==> config.mk <==
export PLATFORM = sky130hd
export DESIGN_NAME = tcps_top
export DESIGN_NICKNAME = d
export VERILOG_FILES = /design/src/hdl/tcps_pkg.sv /design/src/hdl/tcps_sync.sv /design/src/hdl/tcps_top.sv
export SDC_FILE = /design/constraint.sdc
export NUM_CORES = 1
export LEC_CHECK = 0
export BUFFER_PORTS_ARGS = -buffer_cell sky130_fd_sc_hd__buf_4
export CAP_MARGIN = 20
export CORE_MARGIN = 4
export CORE_UTILIZATION = 40
export DETAILED_ROUTE_END_ITERATION = 10
export PLACE_DENSITY = 0.61
export RECOVER_POWER = 50
export SLEW_MARGIN = 10
export SYNTH_ARGS = -nofsm -noshare
export SYNTH_HDL_FRONTEND = slang
export SYNTH_SLANG_ARGS = --single-unit
==> constraint.sdc <==
create_clock -name clk_sys -period 2.8 [get_ports clk_sys]
set_input_delay 0.56 -clock clk_sys [delete_from_list [all_inputs] [get_ports clk_sys]]
set_output_delay 0.56 -clock clk_sys [all_outputs]
set_load 0.02 [all_outputs]
==> src/hdl/tcps_pkg.sv <==
// Constants shared by the timer clock prescale and select block.
package tcps_pkg;

  // ==========================================================================
  // Register map
  // ==========================================================================
  localparam logic [3:0] TCPS_ADDR_TIMER_CONFIG = 4'h0;
  localparam logic [3:0] TCPS_ADDR_STATUS       = 4'h1;
  localparam logic [7:0] TCPS_TIMER_CONFIG_RST  = 8'h00;
  localparam logic [7:0] TCPS_RD_UNMAPPED       = 8'h00;

  // ==========================================================================
  // Field positions of timer_config
  // ==========================================================================
  localparam int TCPS_COUNT_SOURCE_SELECT_BIT = 0;
  localparam int TCPS_EDGE_SELECT_LSB         = 1;
  localparam int TCPS_EDGE_SELECT_W           = 2;
  localparam int TCPS_DUAL8_MODE_BIT          = 3;
  localparam int TCPS_CLOCK_DIVIDE_SELECT_LSB = 4;
  localparam int TCPS_CLOCK_DIVIDE_SELECT_W   = 3;
  localparam int TCPS_ALT_CLOCK_SELECT_BIT    = 7;

  // ==========================================================================
  // Edge choices for the external count input
  // ==========================================================================
  localparam logic [1:0] TCPS_EDGE_NONE    = 2'h0;
  localparam logic [1:0] TCPS_EDGE_RISING  = 2'h1;
  localparam logic [1:0] TCPS_EDGE_FALLING = 2'h2;
  localparam logic [1:0] TCPS_EDGE_BOTH    = 2'h3;

  // ==========================================================================
  // Timing
  // ==========================================================================
  localparam int TCPS_SYS_CLK_HZ       = 20_000_000;
  localparam int TCPS_ALT_CLK_HZ       = 32_768;
  localparam int TCPS_MIN_SAMPLE_RATIO = 4;
  // Least number of system cycles between two sampled alternate clock edges.
  localparam int TCPS_ALT_MIN_GAP_CYC  = TCPS_MIN_SAMPLE_RATIO;

endpackage

==> src/hdl/tcps_sync.sv <==
// Two flip-flop synchroniser for levels arriving from outside the clock domain.
`timescale 1ns/100ps
module tcps_sync
  import tcps_pkg::*;
#(
  parameter int W = 2
) (
  input  wire logic         clk_sys,
  input  wire logic         nrst,
  input  wire logic [W-1:0] async_in,
  output logic      [W-1:0] sync_out
);

  typedef struct packed {
    logic [W-1:0] stage1;
    logic [W-1:0] stage2;
  } tcps_sync_st_t;

  tcps_sync_st_t st;
  tcps_sync_st_t next_st;

  // ==========================================================================
  // Stages
  // ==========================================================================
  // The first stage feeds only the second, so a metastable level never fans out.
  always_comb begin
    next_st        = st;
    next_st.stage1 = async_in;
    next_st.stage2 = st.stage1;
  end

  // State register.
  always_ff @(posedge clk_sys or negedge nrst) begin
    if (!nrst) begin
      st <= '0;
    end else begin
      st <= next_st;
    end
  end

  assign sync_out = st.stage2;

endmodule

==> src/hdl/tcps_top.sv <==
// Timer clock source select and power-of-two prescaler with its register port.
`timescale 1ns/100ps
module tcps_top
  import tcps_pkg::*;
(
  input  wire logic       clk_sys,
  input  wire logic       nrst,
  input  wire logic [3:0] addr,
  input  wire logic [7:0] wr_data,
  input  wire logic       wr_en,
  input  wire logic       rd_en,
  input  wire logic       alt_clk,
  input  wire logic       ext_pin,
  output logic      [7:0] rd_data,
  output logic            timer_tick,
  output logic            count_source_select,
  output logic      [1:0] edge_select,
  output logic            dual8_mode
);

  localparam int CW = 7;

  typedef struct packed {
    logic [7:0]    cfg;
    logic [CW-1:0] cnt;
    logic          alt_prev;
    logic          ext_prev;
    logic          tick;
    logic [7:0]    rd_data;
  } tcps_st_t;

  tcps_st_t st;
  tcps_st_t next_st;

  logic [1:0]    pins_sync;
  logic          alt_lvl;
  logic          ext_lvl;
  logic [2:0]    div_sel;
  logic [CW-1:0] div_limit;
  logic          alt_sel;
  logic          csel;
  logic [1:0]    esel;
  logic          alt_rise;
  logic          ext_rise;
  logic          ext_fall;
  logic          src_tick;
  logic          ext_evt;
  logic          pre_tick;
  logic          tick_ev;

  // ==========================================================================
  // Pin synchronisation
  // ==========================================================================
  // Both pins come from outside the system clock domain.
  tcps_sync #(
    .W (2)
  ) u_sync (
    .clk_sys  (clk_sys),
    .nrst     (nrst),
    .async_in ({ext_pin, alt_clk}),
    .sync_out (pins_sync)
  );

  assign alt_lvl = pins_sync[0];
  assign ext_lvl = pins_sync[1];

  // ==========================================================================
  // Source and prescale decode
  // ==========================================================================
  // Fields of the configuration register and the derived edge events.
  always_comb begin
    div_sel   = st.cfg[TCPS_CLOCK_DIVIDE_SELECT_LSB +: TCPS_CLOCK_DIVIDE_SELECT_W];
    alt_sel   = st.cfg[TCPS_ALT_CLOCK_SELECT_BIT];
    csel      = st.cfg[TCPS_COUNT_SOURCE_SELECT_BIT];
    esel      = st.cfg[TCPS_EDGE_SELECT_LSB +: TCPS_EDGE_SELECT_W];
    div_limit = CW'((8'h01 << div_sel) - 8'h01);
    // The slow clock is seen only through its sampled rising edge, which is why
    // it must be several system cycles long per phase.
    alt_rise  = alt_lvl & ~st.alt_prev;
    ext_rise  = ext_lvl & ~st.ext_prev;
    ext_fall  = ~ext_lvl & st.ext_prev;
    // Timer mode source: every system cycle or every alternate clock rising edge.
    src_tick  = alt_sel ? alt_rise : 1'b1;
    ext_evt   = 1'b0;
    if (esel == TCPS_EDGE_RISING) begin
      ext_evt = ext_rise;
    end else if (esel == TCPS_EDGE_FALLING) begin
      ext_evt = ext_fall;
    end else if (esel == TCPS_EDGE_BOTH) begin
      ext_evt = ext_rise | ext_fall;
    end
    // A shortened divide setting must not leave the count above the new limit.
    pre_tick  = src_tick && (st.cnt >= div_limit);
    tick_ev   = csel ? ext_evt : pre_tick;
  end

  // ==========================================================================
  // Next state
  // ==========================================================================
  // Prescale count, tick enable, register writes and registered read data.
  always_comb begin
    next_st          = st;
    next_st.alt_prev = alt_lvl;
    next_st.ext_prev = ext_lvl;
    next_st.tick     = tick_ev;
    // The prescaler is idle in counter mode, so a return to timer mode starts clean.
    if (csel) begin
      next_st.cnt = '0;
    end else if (src_tick) begin
      next_st.cnt = pre_tick ? '0 : st.cnt + CW'(1);
    end
    if (wr_en) begin
      if (addr == TCPS_ADDR_TIMER_CONFIG) begin
        next_st.cfg = wr_data;
      end
    end
    if (rd_en) begin
      if (addr == TCPS_ADDR_TIMER_CONFIG) begin
        next_st.rd_data = st.cfg;
      end else if (addr == TCPS_ADDR_STATUS) begin
        next_st.rd_data = {st.cnt, alt_lvl};
      end else begin
        next_st.rd_data = TCPS_RD_UNMAPPED;
      end
    end else begin
      next_st.rd_data = 8'h00;
    end
  end

  // State register; reset clears the configuration and all counting state.
  always_ff @(posedge clk_sys or negedge nrst) begin
    if (!nrst) begin
      st     <= '0;
      st.cfg <= TCPS_TIMER_CONFIG_RST;
    end else begin
      st <= next_st;
    end
  end

  // ==========================================================================
  // Outputs
  // ==========================================================================
  assign rd_data             = st.rd_data;
  assign timer_tick          = st.tick;
  assign count_source_select = st.cfg[TCPS_COUNT_SOURCE_SELECT_BIT];
  assign edge_select         = st.cfg[TCPS_EDGE_SELECT_LSB +: TCPS_EDGE_SELECT_W];
  assign dual8_mode          = st.cfg[TCPS_DUAL8_MODE_BIT];

  // ==========================================================================
  // Checks
  // ==========================================================================
  // A full prescale period in timer mode always ends in a tick.
  property p_div_period;
    @(posedge clk_sys) disable iff (!nrst)
      (!csel && src_tick && st.cnt == div_limit && !wr_en) |=> timer_tick;
  endproperty
  a_div_period: assert property (p_div_period) else $error("prescale period did not tick");

  // A tick in timer mode comes only when the count had reached two to the divide code less one.
  property p_div_ratio;
    @(posedge clk_sys) disable iff (!nrst)
      (timer_tick && !$past(csel) && !$past(wr_en, 2))
        |-> $past(st.cnt) >= CW'((8'h01 << $past(div_sel)) - 8'h01);
  endproperty
  a_div_ratio: assert property (p_div_ratio) else $error("tick before prescale limit");

  // In counter mode each selected edge gives a tick with no division.
  property p_count_direct;
    @(posedge clk_sys) disable iff (!nrst)
      (csel && ext_evt) |=> timer_tick;
  endproperty
  a_count_direct: assert property (p_count_direct) else $error("edge count was divided");

  // With the alternate clock chosen, timer mode ticks need a sampled edge.
  property p_alt_source;
    @(posedge clk_sys) disable iff (!nrst)
      (!csel && alt_sel && !alt_rise) |=> !timer_tick;
  endproperty
  a_alt_source: assert property (p_alt_source) else $error("tick without alternate edge");

  // Sampled alternate edges are separated by the least sampling gap.
  property p_alt_gap;
    @(posedge clk_sys) disable iff (!nrst)
      alt_rise |=> !alt_rise [*3];
  endproperty
  a_alt_gap: assert property (p_alt_gap) else $error("alternate clock too fast");

  // Counter mode holds the prescaler at zero.
  property p_counter_mode;
    @(posedge clk_sys) disable iff (!nrst)
      csel |=> st.cnt == '0;
  endproperty
  a_counter_mode: assert property (p_counter_mode) else $error("prescaler ran in counter mode");

  // The configuration reads zero at the first edge after reset release.
  property p_cfg_reset;
    @(posedge clk_sys) disable iff (!nrst)
      $rose(nrst) |-> st.cfg == TCPS_TIMER_CONFIG_RST;
  endproperty
  a_cfg_reset: assert property (p_cfg_reset) else $error("config not cleared by reset");

  // Each tick has its cause in the cycle before.
  property p_tick_cause;
    @(posedge clk_sys) disable iff (!nrst)
      timer_tick |-> $past(tick_ev);
  endproperty
  a_tick_cause: assert property (p_tick_cause) else $error("tick without event");

  // A read returns the configuration in the following cycle.
  property p_read_cfg;
    @(posedge clk_sys) disable iff (!nrst)
      (rd_en && addr == TCPS_ADDR_TIMER_CONFIG && !wr_en) |=> rd_data == $past(st.cfg);
  endproperty
  a_read_cfg: assert property (p_read_cfg) else $error("config read mismatch");

  c_div_max: cover property (@(posedge clk_sys) disable iff (!nrst)
    timer_tick && div_sel == 3'h7 && !csel);
  c_alt_tick: cover property (@(posedge clk_sys) disable iff (!nrst)
    timer_tick && alt_sel && !csel);
  c_count_tick: cover property (@(posedge clk_sys) disable iff (!nrst)
    timer_tick && csel && esel == TCPS_EDGE_BOTH);

endmodule

Word-level counts from Yosys, hierarchy flattened. Cells that the tools add are included.

Register bits: 30. Output and inout bits: 13.

Add/sub/neg operators: 2. Magnitude comparators: 1. Eq/ne operators: 4. Shifts and indexed selects: 1. Multiplexer cells: 11. Bitwise logic cells: 7. Reductions and logical operators: 4.

Operators by type and width (number): $mux 8 (3); $mux 7 (3); $add 7x1->7 const B (1); $ge 7x7->1 (1); $shl 1x3->7 const A (1); $sub 7x1->7 const B (1); $mux 1 (5); $eq 2x2->1 const B (2); $eq 4x1->1 const B (1); $logic_not 4->1 (1); $and 1x1->1 (3); $not 1->1 (3); $eq 2x1->1 const B (1); $reduce_and 2->1 (1); $reduce_bool 2->1 (1); $logic_and 1x1->1 (1); $or 1x1->1 (1).

Depth between registers and ports, before layout.
Word-level depth: 7. Depth in mapped cells: 8. Depth with buffers taken out: 7.

Cells and area by module. A second synthesis with hierarchy kept.

Cells, all modules: 138. Area total of the unflattened synthesis: 1525.2 µm².

Modules (own cells, without submodules): tcps_top (times used 1, cells an instance 134, area each 1425.1 µm²); tcps_sync (times used 1, cells an instance 4, area each 100.1 µm²).

Worst setup path after synthesis. OpenSTA, ideal clock, no wires.

Kind: reg-to-reg. Start: register st (netlist bit div_sel[2]). End: register st[16] in the netlist's numbering. Setup time: 82 ps. Arrival time: 2090 ps. Required time: 2718 ps. Path slack: 628 ps. Cell stages (with the launch flop): 9. Path buffers: 1. Period minus slack after synthesis: 2172 ps. Cells stage by stage: dfrtp_1 -> clkbuf_1 -> or3_1 -> ha_1 -> nand2b_4 -> a2111oi_4 -> o311a_2 -> a41oi_1 -> a31oi_1.

Cells in the longest elaborated chain, start to end: 7.

Ends and longest elaborated chain: start, declared (RTL line tcps_top.sv:32) `tcps_st_t st;`; start signal, assigned (RTL line tcps_top.sv:136) `st <= next_st;`; $shl 1x3->7 (RTL line tcps_top.sv:76) `div_limit = CW'((8'h01 << div_sel) - 8'h01);`; $sub 7x1->7 (RTL line tcps_top.sv:76); $ge 7x7->1 (RTL line tcps_top.sv:93) `pre_tick = src_tick && (st.cnt >= div_limit);`; $logic_and 1x1->1 (RTL line tcps_top.sv:93); $mux 7 (RTL line tcps_top.sv:110) `next_st.cnt = pre_tick ? '0 : st.cnt + CW'(1);`; $mux 7 (RTL line tcps_top.sv:109) `end else if (src_tick) begin`; $mux 7 (RTL line tcps_top.sv:107) `if (csel) begin`.

Every way passes these cells. The select of a mux whose other input is x is not followed. A chain may end at the register's enable or synchronous reset.

Worst setup path after layout.
Start: register st (netlist bit div_sel[1]). End: register st[16] in the netlist's numbering.

Same word-level chain as after synthesis.

==> qor.txt <==
largest family of logic cells by synthesized area - multiplexers
failing checks - capacitance limit, slew limit
# resized after CTS - 0
Max clock buf depth - 2
DRT Pass-1 Iters - 4
die area - 4780 µm²
# fillers - 344
CP required - 2.98 ns
H-Tree Depth - 2
layout cells sized above 1 - 29.03%
Syn Inst Count - 130
Layout area overhead - 18.16%
critical path fanouts, max - 8
remaining global-route overflow - 0
vias in the first global route - 1047
Max VDD drop - 0.0003358 V
RSZ-0062 raised after global routing - false
class of the most critical setup path - flop to flop
Routability Congestion - 0.8674
gr usage total - 12.84%
I/O Buffers - 30
critical path capture point type - flop
Die H - 69.14 µm
Post-Syn Area per Cell - 11.50 µm²
Critical Path Start Type - flop
Final period util - 81.69%
Skew-Pair Late Insertion Delay - 0.27 ns
Tmin final - 2.287 ns
Largest stage delay, worst path - 0.44 ns
Seq/Total Area, Yosys - 50.21%
Setup Buffers After CTS - 0
detailed-route DRC error count - 0
I/O pins - 31
Slew Limit Headroom - -0.3309%
Mapped Nets - 158
post-synthesis compound-gate area fraction - 10.04%
Yosys warning count - 0
Ant. Diodes - 0
Yosys cell types - 29
Post-Synth Adder-Cell Area - 8.368%
Power Density - 729.4 nW/µm²
final wirelength - 2.747 mm
setup tns final - 0 ns
largest net degree at the start of global routing - 31
CP Cell Sequence - or3_1 -> ha_1 -> nand2b_4 -> a2111oi_4 -> o311a_2 -> a41oi_1 -> a31oi_1
DP Wirelength - 2.217 mm
# placed instances - 194
# clock sinks - 30
CTS tree - built
# setup viols final - 0
Worst Max-Slew Pin Slew - 1.505 ns
Post-Synth XOR/XNOR Area - 1.757%
first-pass GRT wire length - 4.843 mm
post-synthesis mux area share - 12.05%
hold_buf cts - 0
final net count - 183
Core Footprint - 3468 µm²
Initial DRC Count - 41
leak pwr - 0.8871 nW
TritonCTS Buffers - 5
Post-Layout Cell Count - 201
vias post-DR - 1018
flops & latches, synth - 30
WP data arrival - 2.47 ns
initial antenna violation count - 0
final hold vios - 0
Die Wd - 69.14 µm
vias per inst - 5.065
root buf cell - clkbuf_8
Cell Area, Synth - 1495 µm²
worst min path class - flop to flop
post-route ant nets - 0
Post-Route Skew - 0.001895 ns
clock-pin slew on the worst setup and hold paths - 0.06 ns
slowest CP cell - dfrtp_1
drt wl/cell - 13.67 µm
status - complete, but fails checks
max cap viols - 1
fin. max-slew vios - 30
Simple-Gate Fraction of Synth Area - 10.21%
Rows - 21
fmax - 0.4372 GHz
initial core utilization - 43.11%
==> sequential cells by signal, indices dropped and copies added, names as in the netlist <==
name                 cells
count_source_select      1
timer_tick               1
dual8_mode               1
edge_select              2
div_sel                  3
u_sync.next_st           2
st                       9
u_sync.sync_out          2
rd_data                  8
alt_sel                  1
==> cells in the final DEF (no fill, tap or decap) <==
| cell | instances |
|---|---|
| inv_1 | 7 |
| o21ai_0 | 3 |
| mux2i_1 | 9 |
| o211ai_1 | 1 |
| clkbuf_4 | 2 |
| or3_1 | 2 |
| mux2_2 | 8 |
| a22o_1 | 1 |
| and3_1 | 1 |
| dfrtp_1 | 30 |
| a31oi_1 | 2 |
| ha_1 | 10 |
| a21o_1 | 1 |
| a21oi_1 | 4 |
| clkbuf_8 | 5 |
| o311a_2 | 1 |
| nor3_1 | 1 |
| a2111oi_4 | 1 |
| nand3b_1 | 1 |
| nand4_1 | 2 |
| xor2_1 | 3 |
| nand2_1 | 6 |
| o21a_1 | 2 |
| nand2b_4 | 1 |
| a211oi_1 | 1 |
| nor2_1 | 14 |
| clkbuf_1 | 3 |
| buf_4 | 27 |
| nand3_1 | 4 |
| a41oi_1 | 2 |
==> power by group <==
group / switching [W] / internal (W)
clock: 0.000136 / 0.000170
combinational: 0.000195 / 0.000205
sequential: 0.0000876 / 0.000494
==> area by class of cell <==
cell class	count	area, µm²	share of cell area, %
multi-input combinational	81	634.4	35.91
tap	46	57.56	3.258
sequential	30	750.7	42.49
inverter	7	26.28	1.487
clock buffer	7	76.32	4.320
timing repair buffer	30	221.5	12.54
==> Yosys cell counts, drive strengths merged <==
cell | count | area (µm²)
buf | 11 | 80.07
nand2b | 1 | 13.76
a2111oi | 1 | 27.53
ha | 10 | 125.1
mux2i | 9 | 90.09
dfrtp | 30 | 750.7
nand4 | 2 | 12.51
o21ai | 3 | 15.01
clkbuf | 1 | 3.750
nand3 | 4 | 20.02
or3 | 2 | 12.51
a41oi | 2 | 17.52
mux2 | 8 | 90.09
a31oi | 2 | 12.51
o21a | 2 | 15.01
nor2 | 14 | 52.55
inv | 7 | 26.28
and3 | 1 | 6.260
nor3 | 1 | 5.000
o211ai | 1 | 7.510
nand3b | 1 | 7.510
xor2 | 3 | 26.28
o311a | 1 | 11.26
a22o | 1 | 8.760
nand2 | 6 | 22.52
a21o | 1 | 7.510
a21oi | 4 | 20.02
a211oi | 1 | 7.510
==> cell families after synthesis <==
kind of cell             after synthesis
AND/OR/NAND/NOR                       32
flip-flops                            30
AO/OA/AOI/OAI                         19
buffers and inverters                 19
multiplexers                          17
adder cells (fa/ha/maj)               10
XOR/XNOR                               3
==> routing by layer <==
metal  vias to the layer above  wire [µm]  global-route usage [%]
li1                        495          -                       -
met1                       493       1241                   16.35
met2                        26       1337                   19.39
met3                         4        136                   4.360
met5                         -          0                       0
met4                         0         31                   6.291
==> final timing paths <==
kind	start	to	slack, ns	cells past startpoint
worst max-delay path	div_sel[1]	st[16]	0.51	7
worst min register to register	u_sync.next_st[1]	u_sync.sync_out[1]	0.35	0
worst min-delay path	u_sync.next_st[1]	u_sync.sync_out[1]	0.35	0
worst max register to register	div_sel[1]	st[16]	0.51	7
max in group asynchronous	nrst	rd_data[4]	1.27	1
min in group asynchronous	nrst	dual8_mode	0.65	1
==> worst max-delay path, delay by kind of cell, from the launching register on <==
kind / cells / cell delay [ns]
simple gates: 2 / 0.54
flops: 1 / 0.44
compound gates: 4 / 0.95
fa+ha+maj: 1 / 0.28
==> per-stage QoR <==
step                instance area, µm²  power (W)  utilization, %  setup slack [ns]  hold slack (ns)
detailed placement                1694  0.0009927           48.85            0.5116           0.3404
CTS                               1770   0.001306           51.05            0.5163           0.2094
global route                      1767   0.001389           50.94            0.3738           0.3636
global placement                  1694  0.0009857           48.85            0.5972           0.3322
finish                            1767   0.001289           50.94            0.5126           0.3494
floorplan                         1495  0.0008719               -            0.6279           0.2644
Note: power is estimated with default switching activity, not from simulation.
